==> config.mk <==
export PLATFORM = sky130hd
export DESIGN_NAME = cirs_readout
export DESIGN_NICKNAME = d
export VERILOG_FILES = /design/src/logic/cirs_pkg.sv /design/src/logic/cirs_sync.sv /design/src/logic/cirs_scaler.sv /design/src/logic/cirs_readout.sv
export SDC_FILE = /design/constraint.sdc
export NUM_CORES = 2
export LEC_CHECK = 0
export BUFFER_PORTS_ARGS = -buffer_cell sky130_fd_sc_hd__buf_2
export CAP_MARGIN = 10
export CORE_UTILIZATION = 65
export CTS_CLUSTER_SIZE = 8
export DETAILED_ROUTE_END_ITERATION = 8
export PLACE_DENSITY = 0.92
export SLEW_MARGIN = 20
export SYNTH_ARGS = -nofsm -noshare
export SYNTH_HDL_FRONTEND = slang
export SYNTH_SLANG_ARGS = --single-unit
export TNS_END_PERCENT = 30
==> constraint.sdc <==
create_clock -name i_clk -period 235.8 [get_ports i_clk]
set_clock_uncertainty 0.15 [all_clocks]
set_input_delay 70.74 -clock i_clk [delete_from_list [all_inputs] [get_ports i_clk]]
set_output_delay 70.74 -clock i_clk [all_outputs]
set_load 0.01 [all_outputs]
==> src/logic/cirs_pkg.sv <==
// constants, field layouts and carrier types for the current-loop input readout
// assumes a single 100 MHz clock domain and a same-clock converter handshake
// Functional notes
// - every enabled channel is converted again within each 45 ms update period.
// - each channel selects 0-20 mA or 4-20 mA, and 4-20 mA is the reset default.
// - raw counts run from 0 to 16383 in both ranges, 1.22 uA or 0.977 uA per count.
// - raw results are always 14 bits and the 16-bit unipolar option has no effect.
// - status occupies 24 bits on a byte boundary.
// - byte 0 holds self-test failed, supply missing and data not valid in bits 0 to 2.
// - byte 1 holds the open-loop flags of channels 1 to 4 in bits 0 to 3.
// - byte 2 holds no flags and reads as zero.
// - an open-loop flag sets only in the 4-20 mA range below about 3.75 mA.
// - data not valid stays set until the latest configuration has been loaded; a commit clears it while its own control bits stay in the shadow.
// - self-test failed is set while the internal self-test does not pass.
// - supply missing is set while the external 24 V field supply is absent.
// - only the configured number of channels is converted, shortening the cycle.
// - with scaling on, raw min..max maps linearly onto engineering min..max.
// - with clamping on, the scaled value is held within engineering min..max.
package cirs_pkg;
    localparam int CIRS_NCH = 4;
    localparam int CIRS_RAW_W = 14;
    localparam int CIRS_ENG_W = 16;
    localparam logic [13:0] CIRS_RAW_TOP = 14'h3fff;
    // timing
    localparam longint CIRS_CLK_HZ = 100000000;
    localparam longint CIRS_UPDATE_MS = 45;
    localparam int CIRS_UPDATE_CYC = int'((CIRS_UPDATE_MS * CIRS_CLK_HZ) / 1000);
    // converter code is 0-20 mA full scale; 4 mA and 3.75 mA points
    localparam logic [13:0] CIRS_CODE_4MA = 14'h0ccf;
    localparam logic [13:0] CIRS_CODE_OPEN = 14'h0c02;
    // 4-20 mA gain in Q14, stretches 4..20 mA back over the full 14 bits
    localparam logic [16:0] CIRS_GAIN_4_20 = 17'h05004;
    // register byte offsets
    localparam logic [7:0] CIRS_A_STATUS = 8'h00;
    localparam logic [7:0] CIRS_A_CTRL = 8'h04;
    localparam logic [7:0] CIRS_A_RMIN = 8'h08;
    localparam logic [7:0] CIRS_A_RMAX = 8'h0c;
    localparam logic [7:0] CIRS_A_EMIN = 8'h10;
    localparam logic [7:0] CIRS_A_EMAX = 8'h14;
    localparam logic [7:0] CIRS_A_IST = 8'h18;
    localparam logic [7:0] CIRS_A_IMSK = 8'h1c;
    localparam logic [7:0] CIRS_A_RAW0 = 8'h20;
    localparam logic [7:0] CIRS_A_SCL0 = 8'h30;
    // control word fields
    localparam int CIRS_C_SCALE = 3;
    localparam int CIRS_C_CLAMP = 4;
    localparam int CIRS_C_RANGE = 5;
    localparam int CIRS_C_COMMIT = 31;
    localparam logic [2:0] CIRS_CNT_RST = 3'h4;
    localparam logic [3:0] CIRS_RANGE_RST = 4'hf;
    // interrupt status bits
    localparam int CIRS_I_CYCLE = 0;
    localparam int CIRS_I_OPEN = 1;
    localparam int CIRS_I_SUPPLY = 2;
    localparam int CIRS_I_TEST = 3;
    localparam int CIRS_I_W = 4;

    typedef struct packed {
        logic [2:0] chan_count;
        logic scale_en;
        logic clamp_scaled_enable;
        logic [3:0] range_4_20;
    } cirs_cfg_t;

    typedef struct packed {
        logic [13:0] raw_min;
        logic [13:0] raw_max;
        logic signed [15:0] eng_min;
        logic signed [15:0] eng_max;
    } cirs_scl_t;
endpackage

==> src/logic/cirs_sync.sv <==
// two-flop synchroniser for a group of asynchronous level inputs
// assumes the inputs are slow levels, so each bit may settle independently
`timescale 1ns/10ps
module cirs_sync #(
    parameter int WIDTH = 1
) (
    // clock and reset
    input wire logic i_clk,
    input wire logic i_nrst,
    // levels
    input wire logic [WIDTH-1:0] i_async,
    output logic [WIDTH-1:0] o_sync
);
    logic [WIDTH-1:0] meta_r;

    initial begin
        if (WIDTH < 1) begin
            $error("cirs_sync width must be at least one");
        end
    end

    // first stage is read only by the second
    always_ff @(posedge i_clk or negedge i_nrst) begin
        if (!i_nrst) begin
            meta_r <= '0;
            o_sync <= '0;
        end else begin
            meta_r <= i_async;
            o_sync <= meta_r;
        end
    end
endmodule // cirs_sync

==> src/logic/cirs_scaler.sv <==
// linear raw-to-engineering scaler with optional clamp, purely combinational
// assumes raw_max > raw_min; a zero span passes eng_min through
`timescale 1ns/10ps
module cirs_scaler
    import cirs_pkg::*;
(
    // operands
    input wire logic [13:0] i_raw,
    input wire cirs_scl_t i_scl,
    input wire logic i_scale_en,
    input wire logic i_clamp_en,
    // result
    output logic signed [15:0] o_value
);
    logic signed [15:0] dr;
    logic signed [15:0] span_r;
    logic signed [16:0] span_e;
    logic signed [33:0] prod;
    logic signed [33:0] quot;
    logic signed [33:0] sum;
    logic signed [15:0] lo;
    logic signed [15:0] hi;

    // map, then optionally clamp
    always_comb begin
        dr = $signed({2'b00, i_raw}) - $signed({2'b00, i_scl.raw_min});
        span_r = $signed({2'b00, i_scl.raw_max}) - $signed({2'b00, i_scl.raw_min});
        span_e = 17'(i_scl.eng_max) - 17'(i_scl.eng_min);
        prod = 34'(dr) * 34'(span_e);
        quot = (span_r == 16'sh0000) ? 34'sh0 : prod / 34'(span_r);
        sum = quot + 34'(i_scl.eng_min);
        lo = (i_scl.eng_min < i_scl.eng_max) ? i_scl.eng_min : i_scl.eng_max;
        hi = (i_scl.eng_min < i_scl.eng_max) ? i_scl.eng_max : i_scl.eng_min;
        if (!i_scale_en) begin
            o_value = $signed({2'b00, i_raw});
        end else if (i_clamp_en && sum < 34'(lo)) begin
            o_value = lo;
        end else if (i_clamp_en && sum > 34'(hi)) begin
            o_value = hi;
        end else begin
            o_value = sum[15:0]; // wraps when unclamped and out of range
        end
    end
endmodule // cirs_scaler

==> src/logic/cirs_readout.sv <==
// four-channel current-loop readout: sequencer, range conversion, status and registers
// assumes a converter on the same clock: start pulse in, done pulse with code out
`timescale 1ns/10ps
module cirs_readout
    import cirs_pkg::*;
#(
    parameter int UPDATE_CYC = CIRS_UPDATE_CYC
) (
    // clock and reset
    input wire logic i_clk,
    input wire logic i_nrst,
    // register port
    input wire logic [7:0] i_addr,
    input wire logic [31:0] i_wdata,
    input wire logic i_wr,
    input wire logic i_rd,
    output logic [31:0] o_rdata,
    // converter handshake
    output logic o_adc_start,
    output logic [1:0] o_adc_chan,
    input wire logic i_adc_done,
    input wire logic [13:0] i_adc_code,
    // field pins
    input wire logic i_supply_ok,
    input wire logic i_selftest_fail,
    // status image and interrupt
    output logic [23:0] o_status,
    output logic o_irq
);
    localparam int SLOT_CYC = UPDATE_CYC / CIRS_NCH;

    initial begin
        if (SLOT_CYC < 2) begin
            $error("update period too short for four slots");
        end
    end

    typedef enum logic [2:0] {
        CIRS_IDLE = 3'b001,
        CIRS_CONV = 3'b010,
        CIRS_STORE = 3'b100
    } cirs_state_t;

    cirs_state_t state_r;
    cirs_cfg_t cfg_r;
    cirs_cfg_t cfg_sh_r;
    cirs_scl_t scl_r;
    cirs_scl_t scl_sh_r;
    logic valid_r;
    logic [31:0] slot_r;
    logic [1:0] ch_r;
    logic [13:0] code_r;
    logic [13:0] raw_r [CIRS_NCH];
    logic signed [15:0] val_r [CIRS_NCH];
    logic [3:0] open_r;
    logic [CIRS_I_W-1:0] ist_r;
    logic [CIRS_I_W-1:0] imsk_r;
    logic [1:0] pins;
    logic supply_absent;
    logic test_fail;
    logic [13:0] raw_nxt;
    logic [30:0] gained;
    logic [13:0] above;
    logic signed [15:0] val_nxt;
    logic slot_tick;
    logic last_ch;
    logic [3:0] open_nxt;
    logic [2:0] mod_flags;
    logic [2:0] mod_flags_q;
    logic [3:0] open_q;
    logic [CIRS_I_W-1:0] ev;
    logic ctrl_wr;
    logic shadow_wr;

    // field pins come from outside the clock domain
    cirs_sync #(
        .WIDTH(2)
    ) u_sync (
        .i_clk(i_clk),
        .i_nrst(i_nrst),
        .i_async({i_supply_ok, i_selftest_fail}),
        .o_sync(pins)
    );
    assign supply_absent = !pins[1];
    assign test_fail = pins[0];

    // range conversion of the converter code
    always_comb begin
        above = (i_adc_code > CIRS_CODE_4MA) ? 14'(i_adc_code - CIRS_CODE_4MA) : 14'h0000;
        gained = 31'(above) * 31'(CIRS_GAIN_4_20);
        if (!cfg_r.range_4_20[ch_r]) begin
            raw_nxt = i_adc_code;
        end else if (gained[30:14] > 17'(CIRS_RAW_TOP)) begin
            raw_nxt = CIRS_RAW_TOP;
        end else begin
            raw_nxt = gained[27:14];
        end
    end

    // one shared scaler, time-multiplexed across channels
    cirs_scaler u_scaler (
        .i_raw(code_r),
        .i_scl(scl_r),
        .i_scale_en(cfg_r.scale_en),
        .i_clamp_en(cfg_r.clamp_scaled_enable),
        .o_value(val_nxt)
    );

    assign slot_tick = (slot_r == 32'h0000_0000);
    assign last_ch = (3'(ch_r) + 3'h1 >= cfg_r.chan_count);

    // slot timer: one conversion slot per enabled channel
    always_ff @(posedge i_clk or negedge i_nrst) begin
        if (!i_nrst) begin
            slot_r <= 32'h0000_0000;
        end else if (slot_tick) begin
            slot_r <= 32'(SLOT_CYC - 1);
        end else begin
            slot_r <= slot_r - 32'h0000_0001;
        end
    end

    // conversion sequencer
    always_ff @(posedge i_clk or negedge i_nrst) begin
        if (!i_nrst) begin
            state_r <= CIRS_IDLE;
            ch_r <= 2'h0;
            code_r <= 14'h0000;
            o_adc_start <= 1'b0;
            o_adc_chan <= 2'h0;
        end else begin
            o_adc_start <= 1'b0;
            case (state_r)
                CIRS_IDLE: begin
                    if (slot_tick) begin
                        o_adc_start <= 1'b1;
                        // a commit may shrink the count while ch_r points past it
                        if (3'(ch_r) < cfg_r.chan_count) begin
                            o_adc_chan <= ch_r;
                        end else begin
                            o_adc_chan <= 2'h0;
                            ch_r <= 2'h0;
                        end
                        state_r <= CIRS_CONV;
                    end
                end
                CIRS_CONV: begin
                    if (i_adc_done) begin
                        code_r <= raw_nxt;
                        state_r <= CIRS_STORE;
                    end
                end
                CIRS_STORE: begin
                    ch_r <= last_ch ? 2'h0 : 2'(ch_r + 2'h1);
                    state_r <= CIRS_IDLE;
                end
                default: begin
                    state_r <= CIRS_IDLE;
                end
            endcase
        end
    end

    // per-channel results and open-loop flags
    always_comb begin
        open_nxt = open_r;
        for (int i = 0; i < CIRS_NCH; i++) begin
            if (3'(i) >= cfg_r.chan_count || !cfg_r.range_4_20[i]) begin
                open_nxt[i] = 1'b0;
            end
        end
        if (state_r == CIRS_CONV && i_adc_done) begin
            open_nxt[ch_r] = cfg_r.range_4_20[ch_r] && (i_adc_code < CIRS_CODE_OPEN);
        end
    end

    always_ff @(posedge i_clk or negedge i_nrst) begin
        if (!i_nrst) begin
            open_r <= 4'h0;
            for (int i = 0; i < CIRS_NCH; i++) begin
                raw_r[i] <= 14'h0000;
                val_r[i] <= 16'sh0000;
            end
        end else begin
            open_r <= open_nxt;
            if (state_r == CIRS_STORE) begin
                raw_r[ch_r] <= code_r;
                val_r[ch_r] <= val_nxt;
            end
        end
    end

    // configuration: shadow writes stale the data until a commit loads them
    assign ctrl_wr = i_wr && (i_addr == CIRS_A_CTRL);
    assign shadow_wr = i_wr && (i_addr == CIRS_A_RMIN || i_addr == CIRS_A_RMAX ||
                                i_addr == CIRS_A_EMIN || i_addr == CIRS_A_EMAX || ctrl_wr);

    always_ff @(posedge i_clk or negedge i_nrst) begin
        if (!i_nrst) begin
            cfg_sh_r <= '{chan_count: CIRS_CNT_RST, scale_en: 1'b0, clamp_scaled_enable: 1'b0,
                          range_4_20: CIRS_RANGE_RST};
            scl_sh_r <= '{raw_min: 14'h0000, raw_max: CIRS_RAW_TOP, eng_min: 16'sh0000,
                          eng_max: 16'sh3fff};
        end else if (ctrl_wr) begin
            cfg_sh_r.chan_count <= (i_wdata[2:0] == 3'h0 || i_wdata[2:0] > CIRS_CNT_RST) ?
                                   CIRS_CNT_RST : i_wdata[2:0];
            cfg_sh_r.scale_en <= i_wdata[CIRS_C_SCALE];
            cfg_sh_r.clamp_scaled_enable <= i_wdata[CIRS_C_CLAMP];
            cfg_sh_r.range_4_20 <= i_wdata[CIRS_C_RANGE +: 4];
            // bit 9, the 16-bit unipolar option, is not stored at all
        end else if (i_wr) begin
            case (i_addr)
                CIRS_A_RMIN: scl_sh_r.raw_min <= i_wdata[13:0];
                CIRS_A_RMAX: scl_sh_r.raw_max <= i_wdata[13:0];
                CIRS_A_EMIN: scl_sh_r.eng_min <= i_wdata[15:0];
                CIRS_A_EMAX: scl_sh_r.eng_max <= i_wdata[15:0];
                default: begin
                end
            endcase
        end
    end

    // active set; never configured counts as not valid
    always_ff @(posedge i_clk or negedge i_nrst) begin
        if (!i_nrst) begin
            cfg_r <= '{chan_count: CIRS_CNT_RST, scale_en: 1'b0, clamp_scaled_enable: 1'b0,
                       range_4_20: CIRS_RANGE_RST};
            scl_r <= '{raw_min: 14'h0000, raw_max: CIRS_RAW_TOP, eng_min: 16'sh0000,
                       eng_max: 16'sh3fff};
            valid_r <= 1'b0;
        end else if (ctrl_wr && i_wdata[CIRS_C_COMMIT]) begin
            cfg_r <= cfg_sh_r;
            scl_r <= scl_sh_r;
            valid_r <= 1'b1;
        end else if (shadow_wr) begin
            valid_r <= 1'b0;
        end
    end

    // status image, byte 2 stays zero
    assign mod_flags = {!valid_r, supply_absent, test_fail};
    always_ff @(posedge i_clk or negedge i_nrst) begin
        if (!i_nrst) begin
            o_status <= 24'h000001 << 2;
            // sync resets low, so supply reads absent until filled; no false event
            mod_flags_q <= 3'h6;
            open_q <= 4'h0;
        end else begin
            o_status <= {8'h00, 4'h0, open_r, 5'h00, mod_flags};
            mod_flags_q <= mod_flags;
            open_q <= open_r;
        end
    end

    // sticky events, set wins over a write-one clear
    assign ev[CIRS_I_CYCLE] = (state_r == CIRS_STORE) && last_ch;
    assign ev[CIRS_I_OPEN] = |(open_r & ~open_q);
    assign ev[CIRS_I_SUPPLY] = mod_flags[1] && !mod_flags_q[1];
    assign ev[CIRS_I_TEST] = mod_flags[0] && !mod_flags_q[0];

    always_ff @(posedge i_clk or negedge i_nrst) begin
        if (!i_nrst) begin
            ist_r <= '0;
            imsk_r <= '0;
            o_irq <= 1'b0;
        end else begin
            if (i_wr && i_addr == CIRS_A_IST) begin
                ist_r <= (ist_r & ~i_wdata[CIRS_I_W-1:0]) | ev;
            end else begin
                ist_r <= ist_r | ev;
            end
            if (i_wr && i_addr == CIRS_A_IMSK) begin
                imsk_r <= i_wdata[CIRS_I_W-1:0];
            end
            o_irq <= |(ist_r & imsk_r);
        end
    end

    // read port, data one cycle after the strobe, unmapped reads zero
    always_ff @(posedge i_clk or negedge i_nrst) begin
        if (!i_nrst) begin
            o_rdata <= 32'h0000_0000;
        end else if (i_rd) begin
            case (i_addr)
                CIRS_A_STATUS: o_rdata <= {8'h00, o_status};
                CIRS_A_CTRL: o_rdata <= {23'h000000, cfg_sh_r.range_4_20, cfg_sh_r.clamp_scaled_enable,
                                         cfg_sh_r.scale_en, cfg_sh_r.chan_count};
                CIRS_A_RMIN: o_rdata <= {18'h00000, scl_sh_r.raw_min};
                CIRS_A_RMAX: o_rdata <= {18'h00000, scl_sh_r.raw_max};
                CIRS_A_EMIN: o_rdata <= {{16{scl_sh_r.eng_min[15]}}, scl_sh_r.eng_min};
                CIRS_A_EMAX: o_rdata <= {{16{scl_sh_r.eng_max[15]}}, scl_sh_r.eng_max};
                CIRS_A_IST: o_rdata <= {28'h0000000, ist_r};
                CIRS_A_IMSK: o_rdata <= {28'h0000000, imsk_r};
                CIRS_A_RAW0, 8'h24, 8'h28, 8'h2c: o_rdata <= {18'h00000, raw_r[i_addr[3:2]]};
                CIRS_A_SCL0, 8'h34, 8'h38, 8'h3c: o_rdata <= {{16{val_r[i_addr[3:2]][15]}}, val_r[i_addr[3:2]]};
                default: o_rdata <= 32'h0000_0000;
            endcase
        end else begin
            o_rdata <= 32'h0000_0000;
        end
    end

    // checks
    logic [31:0] since_start_r;
    always_ff @(posedge i_clk or negedge i_nrst) begin
        if (!i_nrst) begin
            since_start_r <= 32'h0000_0000;
        end else if (o_adc_start && o_adc_chan == 2'h0) begin
            since_start_r <= 32'h0000_0000;
        end else begin
            since_start_r <= since_start_r + 32'h0000_0001;
        end
    end

    refresh_bound_a: assert property (@(posedge i_clk) disable iff (!i_nrst)
        since_start_r <= 32'(UPDATE_CYC)) else $error("channel one not restarted within the update period");
    start_chan_a: assert property (@(posedge i_clk) disable iff (!i_nrst)
        o_adc_start |-> 3'(o_adc_chan) < cfg_r.chan_count) else $error("disabled channel converted");
    raw_limit_a: assert property (@(posedge i_clk) disable iff (!i_nrst)
        (state_r == CIRS_CONV && i_adc_done && !cfg_r.range_4_20[ch_r])
        |=> code_r == $past(i_adc_code)) else $error("0-20 mA raw differs from code");
    open_range_a: assert property (@(posedge i_clk) disable iff (!i_nrst)
        (state_r == CIRS_CONV && i_adc_done && !cfg_r.range_4_20[ch_r])
        |=> !open_r[$past(ch_r)]) else $error("open flag in 0-20 mA range");
    open_low_a: assert property (@(posedge i_clk) disable iff (!i_nrst)
        (state_r == CIRS_CONV && i_adc_done && cfg_r.range_4_20[ch_r] && i_adc_code < CIRS_CODE_OPEN)
        |-> ##2 o_status[8 + $past(ch_r, 2)]) else $error("open flag missing in status");
    status_top_a: assert property (@(posedge i_clk) disable iff (!i_nrst)
        o_status[23:16] == 8'h00 && o_status[15:12] == 4'h0 && o_status[7:3] == 5'h00)
        else $error("spare status bits set");
    stale_flag_a: assert property (@(posedge i_clk) disable iff (!i_nrst)
        (shadow_wr && !(ctrl_wr && i_wdata[CIRS_C_COMMIT])) |-> ##2 o_status[2])
        else $error("data not valid missing after stale write");
    commit_ok_a: assert property (@(posedge i_clk) disable iff (!i_nrst)
        (ctrl_wr && i_wdata[CIRS_C_COMMIT]) ##1 !shadow_wr |-> ##1 !o_status[2])
        else $error("data not valid stuck after commit");
    supply_flag_a: assert property (@(posedge i_clk) disable iff (!i_nrst)
        $fell(pins[1]) |=> o_status[1]) else $error("supply missing flag late");
    test_follow_a: assert property (@(posedge i_clk) disable iff (!i_nrst)
        $fell(pins[0]) |=> !o_status[0]) else $error("self-test flag not cleared");
    clamp_hold_a: assert property (@(posedge i_clk) disable iff (!i_nrst)
        (state_r == CIRS_STORE && cfg_r.scale_en && cfg_r.clamp_scaled_enable
         && scl_r.eng_min <= scl_r.eng_max)
        |=> val_r[$past(ch_r)] >= $past(scl_r.eng_min) && val_r[$past(ch_r)] <= $past(scl_r.eng_max))
        else $error("scaled value outside clamp");
endmodule // cirs_readout

==> flow_summary.toml <==
[finish]
area.growth.synth_to_final_pct = 6.42
final_cell_mix = "ha_1, nand2_1, nor2_1"
stdcell_area_mm2 = 0.0684
final_common_cell = "ha_1"
filler_cell_count = 7124
multi_input_area_mm2 = 0.0532
nets = 9346
regArea_mm2 = 0.00894
drive_gt1_share_pct = 10.4

[timing]
tightest_slew_ns = 1.21
tns_ns = 0
final_max_slew_viol_count = 0
setup_viol = 0
grt_setup_unrepaired = "no"
relSlewSlack_pct = 18.9
finalCriticalPeriod_ns = 124.31
finalCritPeriodShare_pct = 52.7
hold_viol_final = 0
fin_ws_ns = 111.49
clock.fmax_mhz = 8.04

[hold_path]
min_from = "u_sync.meta_r[0]$_DFF_PN0_"
holdPathEnd = "u_sync.o_sync[0]$_DFF_PN0_"
min_path_cells = 0
min_path_type = "reg2reg"

[floorplanning]
core_area_mm2 = 0.0973
die_w_um = 316
std_cell_rows = 114
die_y_um = 316
initial_core_util_pct = 66.1
io_pins = 121
dieArea_mm2 = 0.100

[critical_path]
worstSetupStartpointType = "flop"
crit_arrival_ns = 124.60
r2r-end = "val_r[40]$_DFFE_PN0P_"
cpMostUsedCell = "o21a_1"
crit_required_ns = 236.09
ff2ff_path_depth = 471
worstPathMaxFanout = 41
crit_path_end_kind = "flop"
worstSetupStartpoint = "scl_r[16]$_DFFE_PN0P_"
rrSetupSlack_ns = 111.49
cpPeakStageDelay_ns = 0.93
cpLargestDelayFamily = "compound AO/OA/AOI/OAI gates"
rr_startpoint = "scl_r[16]$_DFFE_PN0P_"
criticalPathCategory = "reg2reg"
cp_num_buf_inv = 27
slowest_stage = "mux2i_1"

[run_status]
status = "finished with violations"
violations = "DRC"

[drt]
dr.pass1.iters = 9
drt_iter0_markers = 7101
final_antenna_net_count = 0
route.detailed.drc = 4
wl_per_cell_um = 22.5
avgViaCountPerCell = 6.80
vias = 64200
drt_wl_total_um = 213000

[logic_synthesis]
postSynthAreaPerCell_um2 = 8.09
synth_cell_type_count = 109
synth_flop_cell = "dfrtp_1"
synth_seq_cells = 354
synthesis.area_mm2 = 0.0643
yosysWarnings = 0
async_reset_ff_share_pct = 100
yosysSeqAreaShare_pct = 13.9
syn_inst = 7948
synth-edff-count = 0

[clock_tree]
clock_sinks = 354
insertion_delay_ns = 0.58
cts_buffers = 50
htreeDepth = 2
cts-root-buf = "clkbuf_16"
hold_buffers = 0
cts_tree = "yes"
postCtsSetupRepairBufs = 0
path_clk_slew_ns = 0.06
cts_buffer_depth = 3
cts_resized = 0

[place]
place_congestion = 1.01
portBuffers = 88
placed_cell_area_mm2 = 0.0669
place_ws_ns = 116.03
post-dp-hpwl_um = 159000

[job]
cap_violations = 0

[global_route]
grt_pass1_wl_um = 334000
grt_usage_pct = 41.7
grt_start_max_net_pins = 117
antenna_found_initial = 11
grt_pass1_vias = 63400
grt_overflow = 0
[synthesized netlist by cell type (19+ instances only)]
| cell type | instances | area share (%) |
|---|---|---|
| nand2_1 | 739 | 4.3 |
| inv_1 | 526 | 3.1 |
| nor2_1 | 737 | 4.3 |
| a21o_1 | 193 | 2.3 |
| nand2b_1 | 114 | 1.1 |
| dfrtp_1 | 285 | 11 |
| a21boi_0 | 26 | 0.30 |
| o21a_1 | 216 | 2.5 |
| o22ai_1 | 32 | 0.31 |
| buf_4 | 34 | 0.40 |
| and3_1 | 65 | 0.63 |
| and2_1 | 89 | 0.87 |
| nand3_1 | 152 | 1.2 |
| or2_2 | 59 | 0.57 |
| buf_1 | 26 | 0.15 |
| xor2_1 | 168 | 2.3 |
| or3_1 | 87 | 0.85 |
| nor3_1 | 259 | 2.0 |
| xnor2_1 | 335 | 4.6 |
| o21bai_1 | 46 | 0.54 |
| nand4_1 | 74 | 0.72 |
| ha_1 | 916 | 18 |
| clkbuf_1 | 215 | 1.3 |
| mux2_2 | 335 | 5.9 |
| mux4_2 | 31 | 1.1 |
| o2111ai_1 | 19 | 0.26 |
| dfstp_2 | 69 | 2.8 |
| a31o_2 | 24 | 0.33 |
| nor2b_1 | 131 | 1.3 |
| o31ai_1 | 61 | 0.71 |
| a21oi_1 | 491 | 3.8 |
| nor4_1 | 35 | 0.34 |
| a31oi_1 | 86 | 0.84 |
| fa_1 | 255 | 7.9 |
| o21ai_0 | 426 | 3.3 |
| o211ai_1 | 47 | 0.55 |
| a211oi_1 | 65 | 0.76 |
| mux2i_1 | 104 | 1.6 |
[how the worst max path moves through the flow]
stage                            end  slack [ns]  cells past startpoint
3_5_place_dp    val_r[1]$_DFFE_PN0P_      116.03                    471
3_3_place_gp   val_r[17]$_DFFE_PN0P_      119.02                    469
5_1_grt        val_r[40]$_DFFE_PN0P_      104.22                    472
4_1_cts         val_r[1]$_DFFE_PN0P_      115.21                    471
6_report       val_r[40]$_DFFE_PN0P_      111.49                    471
2_1_floorplan  val_r[24]$_DFFE_PN0P_      133.35                    491
[per-layer routing]
metal	share of wire, %	global-route usage, %	vias up
li1	-	-	28700
met1	37	49.1	30300
met2	45	67.1	3981
met3	10	9.71	1208
met4	8.1	29.2	6
met5	0.016	0	-
[state kept, by name, summed over array words and instances (netlist names), 9 cells and up]
| signal | cells |
|---|---|
| val_r | 64 |
| scl_r | 60 |
| scl_sh_r | 60 |
| raw_r | 56 |
| slot_r | 32 |
| o_rdata | 16 |
| code_r | 14 |
| cfg_r | 9 |
| cfg_sh_r | 9 |
[final cells by class]
| cell class | count | share of cell area [%] |
|---|---|---|
| antenna | 13 | 0.0475 |
| clock buffer | 91 | 2.08 |
| clock inverter | 2 | 0.0256 |
| inverter | 527 | 2.89 |
| multi-input combinational | 6989 | 77.7 |
| sequential | 354 | 13.1 |
| tap | 1276 | 2.33 |
| timing repair buffer | 192 | 1.81 |
[cells by family (layout without fill, tap and decap cells)]
kind of cell	Yosys count	in the layout	synth area share (%)
AND/OR/NAND/NOR	2626	2626	19.3
AO/OA/AOI/OAI	2009	2009	20.6
adder cells (fa/ha/maj)	1171	1171	25.8
buffers and inverters	812	812	4.96
XOR/XNOR	504	504	6.88
multiplexers	470	470	8.57
flip-flops	354	354	13.9
other	2	222	0.0117
[through the flow]
| stage | util (%) | cells | hold slack (ns) |
|---|---|---|---|
| 3_5_place_dp | 68.8 | 9337 | 0.193 |
| 5_1_grt | 70.3 | 9436 | 0.212 |
| 6_report | 70.3 | 9444 | 0.207 |
| 3_3_place_gp | 68.8 | 9337 | 0.190 |
| 2_1_floorplan | - | 8155 | 0.181 |
| 4_1_cts | 70.3 | 9430 | 0.204 |
[worst register-to-register path, delay by kind of cell (launching register included)]
| family | cells | cell delay (ns) |
|---|---|---|
| buffers and inverters | 27 | 5.79 |
| muxes | 17 | 6.71 |
| xor gates and xnor gates | 1 | 0.12 |
| DFF | 1 | 0.61 |
| and+or+nand+nor | 112 | 26.37 |
| AOI/OAI and AO/OA | 270 | 68.21 |
| adders and majority gates | 44 | 16.17 |
Power is left out: the tool's default activity adds up to more than one toggle a clock period on the data nets, which glitch-free logic cannot reach.
